$ cat config.mk
export PLATFORM = sky130hd
export DESIGN_NAME = aspc_clock_gen
export DESIGN_NICKNAME = d
export VERILOG_FILES = /design/src/hw/aspc_divider.v /design/src/hw/aspc_clock_gen.v
export VERILOG_INCLUDE_DIRS = /design/src /design/src/hw
export SDC_FILE = /design/constraint.sdc
export NUM_CORES = 1
export LEC_CHECK = 0
export BUFFER_PORTS_ARGS = -buffer_cell sky130_fd_sc_hd__buf_2
export CAP_MARGIN = 20
export CORE_MARGIN = 2
export CORE_UTILIZATION = 50
export CTS_BUF_LIST = sky130_fd_sc_hd__clkbuf_2
export DETAILED_ROUTE_END_ITERATION = 10
export PLACE_DENSITY = 0.7
export RECOVER_POWER = 25
export SLEW_MARGIN = 15
export SYNTH_ARGS = -nofsm -noshare
export SYNTH_HDL_FRONTEND = slang
export SYNTH_SLANG_ARGS = --single-unit
$ cat constraint.sdc
create_clock -name clk -period 4.1 [get_ports clk]
set_input_delay 0.41 -clock clk [delete_from_list [all_inputs] [get_ports clk]]
set_output_delay 0.41 -clock clk [all_outputs]
set_load 0.1 [all_outputs]
$ cat src/hw/aspc_defines.vh
// register offsets, field positions, reset values and codes for the aux port clock generator
`ifndef ASPC_DEFINES_VH
`define ASPC_DEFINES_VH
`define ASPC_ADDR_DIV_SOURCE   8'h64
`define ASPC_ADDR_BIT_RATIO    8'h65
`define ASPC_ADDR_WORD_HIGH    8'h66
`define ASPC_ADDR_WORD_LOW     8'h67
`define ASPC_ADDR_BCLK_PIN     8'h68
`define ASPC_ADDR_WCLK_PIN     8'h69
`define ASPC_ADDR_LINK_MODE    8'h61
`define ASPC_ADDR_DEV_NUMBER   8'h62
`define ASPC_RST_DIV_SOURCE    8'h01
`define ASPC_RST_BIT_RATIO     8'h02
`define ASPC_RST_WORD_HIGH     8'h00
`define ASPC_RST_WORD_LOW      8'h20
`define ASPC_RST_BCLK_PIN      8'h40
`define ASPC_RST_WCLK_PIN      8'h38
`define ASPC_RST_LINK_MODE     8'h08
`define ASPC_RST_DEV_NUMBER    8'h00
`define ASPC_BIT_DIR           7
`define ASPC_WORD_DIR          6
`define ASPC_SRC_HI            2
`define ASPC_SRC_LO            0
`define ASPC_PWR_BIT           7
`define ASPC_RATIO_HI          6
`define ASPC_WHIGH_HI          1
`define ASPC_PIN_HI            6
`define ASPC_PIN_LO            3
`define ASPC_LINK_BIT          7
`define ASPC_DEVNUM_HI         2
`define ASPC_SRC_RESERVED      3'h2
`define ASPC_PIN_CODES         16
`endif

$ cat src/hw/aspc_divider.v
// programmable divider producing a one-cycle tick every ratio input events
`timescale 1ns/1ps
module aspc_divider #(
  parameter W = 7                     // counter width; ratio 0 means 2**W
) (
  input  wire         clk,            // system clock
  input  wire         rst_n,          // synchronised reset, active low
  input  wire         powerUp,        // divider enable
  input  wire         stepIn,         // one input event this cycle
  input  wire [W-1:0] ratio,          // division ratio, 0 means 2**W
  output reg          tickOut         // one-cycle pulse per division
);
  reg [W-1:0] count_r;                // events seen since last tick

  // count events; a zero ratio wraps naturally after 2**W events
  always @(posedge clk or negedge rst_n) begin
    if (!rst_n) begin
      count_r <= {W{1'b0}};
      tickOut <= 1'b0;
    end else if (!powerUp) begin      // held idle, no ticks at all
      count_r <= {W{1'b0}};
      tickOut <= 1'b0;
    end else if (stepIn) begin
      if (count_r + {{(W-1){1'b0}}, 1'b1} == ratio) begin
        count_r <= {W{1'b0}};
        tickOut <= 1'b1;
      end else begin
        count_r <= count_r + {{(W-1){1'b0}}, 1'b1};
        tickOut <= 1'b0;
      end
    end else begin
      tickOut <= 1'b0;
    end
  end
endmodule // aspc_divider

$ cat src/hw/aspc_clock_gen.v
// aux serial port bit and word clock generator with its register file
// Notes on behaviour
// (RL1) bit clock direction bit seven; output only device one
// (RL2) word clock direction bit six
// (RL3) three-bit source field picks divider input
// (RL4) bit divider power bit, reset down
// (RL5) bit ratio 1..127, zero means 128
// (RL6) word divider power bit, reset down
// (RL7) word frame every N bit ticks, zero 1024
// (RL8) word ratio from two registers, high then low
// (RL9) four-bit bit clock pin select, reset code eight
// (RL10) word clock pin select register, reset 38h
// (RL11) link type bit selects multichip or conventional
// (RL12) device number field, codes mean one to eight
// (RL13) powered-down divider gives no edges, no drive
`timescale 1ns/1ps
`include "aspc_defines.vh"
module aspc_clock_gen (
  input  wire        clk,             // 200 MHz system clock
  input  wire        nrst,            // asynchronous reset, active low
  input  wire        regWrite,        // register write strobe
  input  wire        regRead,         // register read strobe
  input  wire [7:0]  regAddr,         // register address
  input  wire [7:0]  regWdata,        // write data
  output reg  [7:0]  regRdata,        // read data, valid cycle after read
  input  wire        nDividerClk,     // on-chip n-divider clock level
  input  wire        dacModClk,       // dac modulator clock level
  input  wire        adcModClk,       // adc modulator clock level
  input  wire [3:0]  portBitClkPins,  // port1 dac/adc, port2 dac/adc bit clock pins
  input  wire [9:0]  gpioIn,          // general i/o pins 1..10 input
  input  wire [2:0]  gpiIn,           // general input pins 1..3
  output reg  [9:0]  gpioOut,         // general i/o pins output level
  output reg  [9:0]  gpioOe,          // general i/o pins output enable
  output reg         bitClkIn,        // selected external bit clock level
  output reg         wordClkIn,       // selected external word clock level
  output reg         bitClkOut,       // generated bit clock level
  output reg         wordClkOut       // generated word frame clock level
);
  // reset synchroniser
  reg rstMeta_r;                      // first stage, read only by second
  reg rstSync_r;                      // released reset for the design
  always @(posedge clk or negedge nrst) begin
    if (!nrst) begin
      rstMeta_r <= 1'b0;
      rstSync_r <= 1'b0;
    end else begin
      rstMeta_r <= 1'b1;
      rstSync_r <= rstMeta_r;
    end
  end

  reg [7:0] divSource_r;              // directions and source select
  reg [7:0] bitRatio_r;               // bit divider power and ratio
  reg [7:0] wordHigh_r;               // word divider power and ratio msbs
  reg [7:0] wordLow_r;                // word ratio lsbs
  reg [7:0] bclkPin_r;                // bit clock pin code
  reg [7:0] wclkPin_r;                // word clock pin code
  reg [7:0] linkMode_r;               // link type select
  reg [7:0] devNumber_r;              // local device number

  // register writes; reserved bits kept as written (read/write)
  always @(posedge clk or negedge rstSync_r) begin
    if (!rstSync_r) begin
      divSource_r <= `ASPC_RST_DIV_SOURCE;   // [RL3]
      bitRatio_r  <= `ASPC_RST_BIT_RATIO;    // [RL4] [RL5]
      wordHigh_r  <= `ASPC_RST_WORD_HIGH;    // [RL6]
      wordLow_r   <= `ASPC_RST_WORD_LOW;     // [RL7]
      bclkPin_r   <= `ASPC_RST_BCLK_PIN;     // [RL9]
      wclkPin_r   <= `ASPC_RST_WCLK_PIN;     // [RL10]
      linkMode_r  <= `ASPC_RST_LINK_MODE;
      devNumber_r <= `ASPC_RST_DEV_NUMBER;
    end else if (regWrite) begin
      if (regAddr == `ASPC_ADDR_DIV_SOURCE) begin
        divSource_r <= regWdata;
      end else if (regAddr == `ASPC_ADDR_BIT_RATIO) begin
        bitRatio_r <= regWdata;
      end else if (regAddr == `ASPC_ADDR_WORD_HIGH) begin
        wordHigh_r <= regWdata;
      end else if (regAddr == `ASPC_ADDR_WORD_LOW) begin
        wordLow_r <= regWdata;
      end else if (regAddr == `ASPC_ADDR_BCLK_PIN) begin
        bclkPin_r <= regWdata;
      end else if (regAddr == `ASPC_ADDR_WCLK_PIN) begin
        wclkPin_r <= regWdata;
      end else if (regAddr == `ASPC_ADDR_LINK_MODE) begin
        linkMode_r <= regWdata;
      end else if (regAddr == `ASPC_ADDR_DEV_NUMBER) begin
        devNumber_r <= regWdata;
      end
    end
  end

  // register reads; unmapped addresses return zero
  always @(posedge clk or negedge rstSync_r) begin
    if (!rstSync_r) begin
      regRdata <= 8'h00;
    end else if (regRead) begin
      if (regAddr == `ASPC_ADDR_DIV_SOURCE) begin
        regRdata <= divSource_r;
      end else if (regAddr == `ASPC_ADDR_BIT_RATIO) begin
        regRdata <= bitRatio_r;
      end else if (regAddr == `ASPC_ADDR_WORD_HIGH) begin
        regRdata <= wordHigh_r;
      end else if (regAddr == `ASPC_ADDR_WORD_LOW) begin
        regRdata <= wordLow_r;
      end else if (regAddr == `ASPC_ADDR_BCLK_PIN) begin
        regRdata <= bclkPin_r;
      end else if (regAddr == `ASPC_ADDR_WCLK_PIN) begin
        regRdata <= wclkPin_r;
      end else if (regAddr == `ASPC_ADDR_LINK_MODE) begin
        regRdata <= linkMode_r;
      end else if (regAddr == `ASPC_ADDR_DEV_NUMBER) begin
        regRdata <= devNumber_r;
      end else begin
        regRdata <= 8'h00;
      end
    end
  end

  // decoded control fields
  wire       bitDivPower  = bitRatio_r[`ASPC_PWR_BIT];              // [RL4]
  wire       wordDivPower = wordHigh_r[`ASPC_PWR_BIT];              // [RL6]
  wire [6:0] bitRatio     = bitRatio_r[`ASPC_RATIO_HI:0];           // [RL5]
  wire [9:0] wordRatio    = {wordHigh_r[`ASPC_WHIGH_HI:0], wordLow_r}; // [RL8]
  wire [2:0] bitSrcSel    = divSource_r[`ASPC_SRC_HI:`ASPC_SRC_LO];
  wire       multichip    = linkMode_r[`ASPC_LINK_BIT];             // [RL11]
  wire [2:0] devNumCode   = devNumber_r[`ASPC_DEVNUM_HI:0];         // [RL12]
  wire       isDeviceOne  = (devNumCode == 3'h0);                   // [RL12]
  // bit clock only driven by device one on a multichip link
  wire       bitDirOut    = divSource_r[`ASPC_BIT_DIR] & multichip & isDeviceOne; // [RL1]
  wire       wordDirOut   = divSource_r[`ASPC_WORD_DIR];            // [RL2]
  wire [3:0] bclkCode     = bclkPin_r[`ASPC_PIN_HI:`ASPC_PIN_LO];   // [RL9]
  wire [3:0] wclkCode     = wclkPin_r[`ASPC_PIN_HI:`ASPC_PIN_LO];   // [RL10]

  // pin code to input level; reserved codes read low
  wire [15:0] pinLevels = {1'b0, gpiIn, 2'b00, gpioIn};             // [RL9]

  // divider source mux; reserved source gives no clock
  reg srcLevel;                       // selected source level
  always @* begin
    case (bitSrcSel)                                                // [RL3]
      3'h0: srcLevel = nDividerClk;
      3'h1: srcLevel = dacModClk;
      3'h3: srcLevel = adcModClk;
      3'h4: srcLevel = portBitClkPins[0];
      3'h5: srcLevel = portBitClkPins[1];
      3'h6: srcLevel = portBitClkPins[2];
      3'h7: srcLevel = portBitClkPins[3];
      default: srcLevel = 1'b0;
    endcase
  end

  // rising-edge detect of the source, sampled as synchronous
  reg srcPrev_r;                      // previous source level
  always @(posedge clk or negedge rstSync_r) begin
    if (!rstSync_r) begin
      srcPrev_r <= 1'b0;
    end else begin
      srcPrev_r <= srcLevel;
    end
  end
  wire srcRise = srcLevel & ~srcPrev_r;

  wire bitTick;                       // one per bit clock half period
  wire wordTick;                      // one per word frame

  aspc_divider #(.W(7)) bitDiv (
    .clk     (clk),
    .rst_n   (rstSync_r),
    .powerUp (bitDivPower),                                         // [RL13]
    .stepIn  (srcRise),
    .ratio   (bitRatio),                                            // [RL5]
    .tickOut (bitTick)
  );

  aspc_divider #(.W(10)) wordDiv (
    .clk     (clk),
    .rst_n   (rstSync_r),
    .powerUp (wordDivPower & bitDivPower),                          // [RL13]
    .stepIn  (bitTick),
    .ratio   (wordRatio),                                           // [RL7]
    .tickOut (wordTick)
  );

  // clock outputs toggle per tick, forced low when powered down
  always @(posedge clk or negedge rstSync_r) begin
    if (!rstSync_r) begin
      bitClkOut  <= 1'b0;
      wordClkOut <= 1'b0;
    end else begin
      if (!bitDivPower) begin                                       // [RL13]
        bitClkOut <= 1'b0;
      end else if (bitTick) begin
        bitClkOut <= ~bitClkOut;
      end
      if (!(wordDivPower & bitDivPower)) begin                      // [RL13]
        wordClkOut <= 1'b0;
      end else if (wordTick) begin
        wordClkOut <= ~wordClkOut;
      end
    end
  end

  // pin routing; only gpio codes can be driven, input-only pins never
  integer i;
  always @(posedge clk or negedge rstSync_r) begin
    if (!rstSync_r) begin
      gpioOut   <= 10'h000;
      gpioOe    <= 10'h000;
      bitClkIn  <= 1'b0;
      wordClkIn <= 1'b0;
    end else begin
      bitClkIn  <= pinLevels[bclkCode];                             // [RL9]
      wordClkIn <= pinLevels[wclkCode];                             // [RL10]
      for (i = 0; i < 10; i = i + 1) begin
        // bit clock wins if both selects name the same pin
        if (bitDirOut && bitDivPower && bclkCode == i[3:0]) begin  // [RL1] [RL13]
          gpioOe[i]  <= 1'b1;
          gpioOut[i] <= bitClkOut;
        end else if (wordDirOut && wordDivPower && bitDivPower
                     && wclkCode == i[3:0]) begin                   // [RL2] [RL13]
          gpioOe[i]  <= 1'b1;
          gpioOut[i] <= wordClkOut;
        end else begin
          gpioOe[i]  <= 1'b0;
          gpioOut[i] <= 1'b0;
        end
      end
    end
  end
endmodule // aspc_clock_gen

==> impl_metrics.env, run 1 <==
export IMPL_outcome="finished, violations left"
export IMPL_failed_checks="capacitance limit, slew limit"
export IMPL_max_freq_mhz=354
export IMPL_critPathSlowestCell="and3b_1"
export IMPL_synth_xor_area_share_pct=2.94
export IMPL_grt_ovfl_total=0
export IMPL_rows=40
export IMPL_yosysWarningCount=0
export IMPL_crit_top_cell="nor4_2"
export IMPL_vias=4793
export IMPL_hold_violations=0
export IMPL_postSynth_asyncResetShare_pct=100
export IMPL_avgRoutedWirePerCell_um=18.5
export IMPL_cpPeakStageDelay_ns=0.54
export IMPL_maxSlewHeadroom_pct=-31.3
export IMPL_grt_pass1_wl_um=24100
export IMPL_drt_wl_total_um=15100
export IMPL_drt_initial_drc_count=407
export IMPL_path_delay_family="simple AND/OR/NAND/NOR gates"
export IMPL_start_util_pct=51.6
export IMPL_finalCritPeriodShare_pct=68.9
export IMPL_clk_latency_ns=0.71
export IMPL_viasPerCell=5.89
export IMPL_gp_congestion=0.933
export IMPL_syn_num_nets=608
export IMPL_final_cells=814
export IMPL_cts_tree="done"
export IMPL_tightestPinTransition_ns=1.97
export IMPL_drv_slew=86
export IMPL_path_depth=7
export IMPL_syn_avg_cell_area_um2=11.0
export IMPL_synth_compound_area_share_pct=11.8
export IMPL_cts_htree_levels=4
export IMPL_whs_ns=0.0571
export IMPL_end_kind="flip-flop"
export IMPL_root_buffer="clkbuf_2"
export IMPL_synth_cell_types=72
export IMPL_tns_ns=0
export IMPL_path_cells="ha_1 -> xor2_1 -> a211o_1 -> nor4_2 -> nor4bb_2 -> and3b_1 -> nor4_2"
export IMPL_antenna_cells=0
export IMPL_crit_buf_inv=0
export IMPL_grt_start_max_net_pins=50
export IMPL_hold_depth=2
export IMPL_synth_cells=566
export IMPL_grt_pass1_vias=4622
export IMPL_die_w_um=116
export IMPL_cts_buffers_inserted=17
export IMPL_core_area_um2=12100
export IMPL_p_leak_nw=3.19
export IMPL_ant_nets=0
export IMPL_crit_path_start_kind="flip-flop"
export IMPL_power_density_nw_per_um2=329
export IMPL_worstPathArrival_ns=3.39
export IMPL_synthMuxAreaShare_pct=18.2
export IMPL_syn_area_um2=6250
export IMPL_cts_buffer_depth=2
export IMPL_fillers=1061
export IMPL_required_ns=4.67
export IMPL_clock_sinks=118
export IMPL_yosys_area_share_simple_pct=16.5
export IMPL_antenna_found_initial=0
export IMPL_synth_edf_count=0
export IMPL_syn_to_final_growth_pct=11.8
export IMPL_crit_fanout=9
export IMPL_ys_seq_area_share_pct=47.4
export IMPL_ys_flop_type="dfrtp_1"
export IMPL_fin_crit_ns=2.83
export IMPL_dp_final_hpwl_um=10800
export IMPL_multi_input_area_um2=3120
export IMPL_reg2regPathDepth=7
export IMPL_grtUsageTotal_pct=23.6
export IMPL_setup_viol=0
export IMPL_clk_pin_slew_ns=0.19
export IMPL_drc=0
export IMPL_die_y_um=116
export IMPL_hold_class="in -> reg"
export IMPL_vdd_drop_max_mv=0.147
export IMPL_synthAdderAreaFrac_pct=0.400
export IMPL_maxCapViolCount=2
export IMPL_path_class="reg -> reg"
export IMPL_rsz0062_at_grt="false"
export IMPL_synth_top_family_by_area="multiplexers"
export IMPL_post_cts_buffers=0
export IMPL_firstDrtPassIters=5
export IMPL_port_buffers=71
export IMPL_dp_cells=779
export IMPL_synth_seq_cells=118
export IMPL_die_area_um2=13400
export IMPL_ff_latch_area_um2=2960
export IMPL_final_nets=675
export IMPL_skew_ns=0.0316
export IMPL_layout_drive_gt1_share_pct=33.4
export IMPL_ios=72
[registers in the layout (all words and copies together) (netlist names)]
name / flops
devNumber_r: 8
wordDiv.tickOut: 1
wclkPin_r: 8
linkMode_r: 8
wordClkIn: 1
wordDiv.count_r: 10
rstMeta_r: 1
rstSync_r: 1
regRdata: 8
srcPrev_r: 1
gpioOut: 10
wordLow_r: 8
bclkPin_r: 8
bitRatio_r: 8
bitDiv.count_r: 7
bitDiv.tickOut: 1
wordClkOut: 1
bitClkOut: 1
wordHigh_r: 8
gpioOe: 10
bitClkIn: 1
divSource_r: 8
[metal layers]
| layer | vias to the layer above | track usage (%) | part of all wire (%) |
|---|---|---|---|
| met2 | 164 | 36.1 | 46 |
| met1 | 2385 | 32.9 | 46 |
| li1 | 2218 | - | - |
| met3 | 26 | 5.13 | 5.2 |
| met4 | 0 | 9.68 | 2.3 |
| met5 | - | 0 | 0 |
[cells by family (layout without fill, tap and decap cells)]
logic type,after synthesis,after routing
compound gates,113,113
mux,95,95
buf+inv,36,116
xor+xnor,21,21
other cells,1,1
simple gates,180,180
flops,118,118
fa+ha+maj,2,2
[cells in the final DEF, fill, tap and decap left out, types with 6 or more instances in the layout]
master      n
and3_1      7
a31oi_1     8
dfrtp_1   110
dfstp_2     8
nand4_1     6
nor2b_1    11
xnor2_1    14
mux2_2     74
a211oi_1   11
nand2b_1   12
mux2i_1    11
inv_1       7
o21ai_0    41
a22o_1      6
buf_2      70
xor2_1      7
nand3_1    20
a21oi_1    11
nor3_2      8
mux4_2      7
a221oi_1    6
nor2_1     34
clkbuf_2   20
nand2_1    41
[worst reg2reg max path, cell delays in order (launching register included)]
cell and delay, ns:
dfrtp_1 0.52, ha_1 0.38, xor2_1 0.19, a211o_1 0.26, nor4_2 0.32, nor4bb_2 0.37
and3b_1 0.54, nor4_2 0.11
[cell usage after synthesis, types with 3 or more instances]
cell      instances  area (µm²)
o21ai_1           5        25.0
buf_4             4        30.0
mux2i_1          11         110
inv_1             7        26.3
a31oi_1           8        50.1
clkbuf_1         16        60.1
nor4_2            4        50.1
mux2_2           75         845
a21oi_1          11        55.1
nand3b_1          5        37.5
nor2_1           34         128
a31o_1            3        26.3
xnor2_1          14         123
o21bai_1          3        22.5
and2_1            5        31.3
dfrtp_1         110        2750
nand2b_1         12        75.1
nor3_2            8        80.1
and3_1            7        43.8
buf_2             5        25.0
a22o_1            6        52.6
nand2_1          41         154
dfstp_2           8         210
nor2b_1          11        68.8
nor3b_1           3        22.5
a221oi_1          6        52.6
nand4_1           6        37.5
xor2_1            7        61.3
a211oi_1         11        82.6
nand3_1          20         100
mux4_2            7         158
o21ai_0          41         205
[where the power goes]
| group | total (W) | switching, W | internal, W |
|---|---|---|---|
| Clock | 0.000847 | 0.000451 | 0.000397 |
| Combinational | 0.000201 | 0.000117 | 0.0000836 |
| Sequential | 0.00125 | 0.0000470 | 0.00120 |
[final timing paths]
path                            slack (ns)               start                  to
worst max-delay path                  1.27  wordDiv.count_r[0]  wordDiv.count_r[9]
worst min-delay path                  0.06         regWdata[4]        bclkPin_r[4]
worst max register to register        1.27  wordDiv.count_r[0]  wordDiv.count_r[9]
worst min register to register        0.38           rstMeta_r           rstSync_r
max in group asynchronous             1.55           rstSync_r        bclkPin_r[0]
min in group asynchronous             0.53                nrst           rstMeta_r
[repair_timing]
item / 4_1_cts / 5_1_grt
hold buffers: 3 / 0
hold endpoints to repair: 3 / 0
endpoints found under the setup margin: 0 / 0
gates resized for setup: 0 / 0
[cell type report]
type                    count  area share (%)
inverters                   7           0.376
repair buffers             77            5.74
multi-input cells         412            44.6
flip-flops and latches    118            42.4
clock inverters            14            2.63
well taps                 168            3.01
clock buffers              18            1.29
[stage by stage]
step	util [%]	area (µm²)	power, W	worst slack, ns
floorplan	-	6250	0.00139	0.583
global route	57.7	6990	0.00239	1.03
CTS	57.8	7000	0.00232	1.30
finish	57.7	6990	0.00230	1.27
detailed placement	55.3	6700	0.00147	1.35
global placement	55.3	6700	0.00146	1.52
Power figures use the tool's default switching activity.
==> run 2, diff against run 1 <==
clock period = 2.9 ns   (was 4.1 ns; I/O delays follow)
==> impl_metrics.env, run 2 (same netlist as run 1, synthesis figures left out) <==
export IMPL_outcome="finished, violations left"
export IMPL_avgRoutedWirePerCell_um=18.1
export IMPL_crit_fanout=9
export IMPL_grt_pass1_wl_um=24400
export IMPL_cts_buffer_depth=2
export IMPL_tightestPinTransition_ns=1.97
export IMPL_fin_crit_ns=2.54
export IMPL_die_area_um2=13400
export IMPL_hold_class="in -> reg"
export IMPL_reg2regPathDepth=7
export IMPL_mostFrequentLayoutCell="dfrtp_1"
export IMPL_hold_violations=0
export IMPL_worstPathArrival_ns=3.11
export IMPL_port_buffers=71
export IMPL_reg2reg_slack_ns=0.36
export IMPL_path_class="reg -> reg"
export IMPL_start_util_pct=51.6
export IMPL_tns_ns=0
export IMPL_clk_pin_slew_ns=0.19
export IMPL_ff_latch_area_um2=2960
export IMPL_layout_common_cells="dfrtp_1, mux2_2, buf_2"
export IMPL_p_leak_nw=3.28
export IMPL_grt_start_max_net_pins=68
export IMPL_whs_ns=0.0492
export IMPL_grt_pass1_vias=4845
export IMPL_drc=0
export IMPL_startpoint="wordDiv.count_r[0]"
export IMPL_die_w_um=116
export IMPL_vdd_drop_max_mv=0.249
export IMPL_setup_viol=0
export IMPL_timing_rr_end="wordDiv.count_r[3]"
export IMPL_final_nets=689
export IMPL_failed_checks="capacitance limit, slew limit"
export IMPL_grtUsageTotal_pct=23.5
export IMPL_drt_wl_total_um=15000
export IMPL_power_density_nw_per_um2=466
export IMPL_grt_ovfl_total=0
export IMPL_die_y_um=116
export IMPL_gp_congestion=0.917
export IMPL_crit_path_start_kind="flip-flop"
export IMPL_drt_initial_drc_count=336
export IMPL_drv_slew=51
export IMPL_required_ns=3.47
export IMPL_maxSlewHeadroom_pct=-31.6
export IMPL_rows=40
export IMPL_vias=4865
export IMPL_viasPerCell=5.88
export IMPL_fillers=1077
export IMPL_max_freq_mhz=393
export IMPL_root_buffer="clkbuf_2"
export IMPL_cts_htree_levels=4
export IMPL_finalCritPeriodShare_pct=87.7
export IMPL_cts_buffers_inserted=17
export IMPL_core_area_um2=12100
export IMPL_rr_startpoint="wordDiv.count_r[0]"
export IMPL_rsz0062_at_grt="false"
export IMPL_skew_ns=0.0368
export IMPL_clock_sinks=118
export IMPL_post_cts_buffers=0
export IMPL_end_kind="flip-flop"
export IMPL_reg_largest_list="gpioOe: 10 flops, gpioOut: 10 flops, wordDiv.count_r: 10 flops"
export IMPL_crit_end="wordDiv.count_r[3]"
export IMPL_dp_final_hpwl_um=10500
export IMPL_antenna_found_initial=0
export IMPL_layout_drive_gt1_share_pct=33.8
export IMPL_firstDrtPassIters=5
export IMPL_antenna_cells=0
export IMPL_syn_to_final_growth_pct=14.2
export IMPL_multi_input_area_um2=3120
export IMPL_cts_tree="done"
export IMPL_maxCapViolCount=1
export IMPL_ios=72
export IMPL_ant_nets=0
export IMPL_clk_latency_ns=0.69
[run 2: cell types whose count changed in the layout (fill, tap and decap cells not counted), sizes merged]
cell	before	now
buf	71	77
clkinv	6	5
clkbuf	21	22
bufinv	4	5
clkinvlp	4	1
dlygate4sd3	3	13
[run 2: worst min path at each step]
stage	cells after the start	endpoint	from
2_1_floorplan	0	rstMeta_r	nrst
3_3_place_gp	1	rstMeta_r	nrst
3_5_place_dp	1	rstMeta_r	nrst
4_1_cts	4	regRdata[7]	regAddr[1]
5_1_grt	4	regRdata[7]	regAddr[1]
6_report	4	regRdata[7]	regAddr[1]
[run 2: through the flow]
| step | setup slack [ns] | cell area [µm²] | util (%) | instances | total power [W] |
|---|---|---|---|---|---|
| after CTS | 0.178 | 7160 | 59.1 | 828 | 0.00336 |
| after global routing | 0.0949 | 7140 | 59.0 | 828 | 0.00346 |
| final | 0.355 | 7140 | 59.0 | 828 | 0.00333 |
| after detailed placement | 0.178 | 6740 | 55.7 | 783 | 0.00208 |
| after floorplan | 0.693 | 6250 | - | 566 | 0.00197 |
| after global placement | 0.309 | 6740 | 55.7 | 783 | 0.00207 |
[run 2: worst max-delay path, cell delays in order (launching register included)]
cell and delay (ns):
dfrtp_1 0.51, ha_1 0.38, xor2_1 0.17, a211o_1 0.24, nor4_2 0.33, nor4bb_2 0.33
and3b_2 0.41, nor4_2 0.08
[run 2: what timing repair did]
item | CTS | global route
setup endpoints to repair | 0 | 1
endpoints found under the hold margin | 69 | 0
hold buffers | 13 | 0
resized for setup | 0 | 1
[run 2: layout make-up]
class / instances / area share, %
tap: 168 / 2.94
timing repair buffer: 91 / 7.53
sequential: 118 / 41.5
inverter: 7 / 0.368
clock inverter: 11 / 2.52
clock buffer: 21 / 1.47
multi-input combinational: 412 / 43.7
[run 2: report_power, final]
group | leakage [nW] | internal, W | switching [W]
clock | 0.173 | 0.000658 | 0.000607
sequential | 1.59 | 0.00170 | 0.0000636
combinational | 1.52 | 0.000129 | 0.000169
total | 3.28 | 0.00249 | 0.000840
[run 2: metal layers]
metal | routed length, µm | GRT usage, % | up-vias
li1 | - | - | 2241
met1 | 6790 | 31.5 | 2408
met2 | 7060 | 38.7 | 179
met3 | 778 | 4.50 | 37
met4 | 334 | 7.78 | 0
met5 | 0 | 0 | -
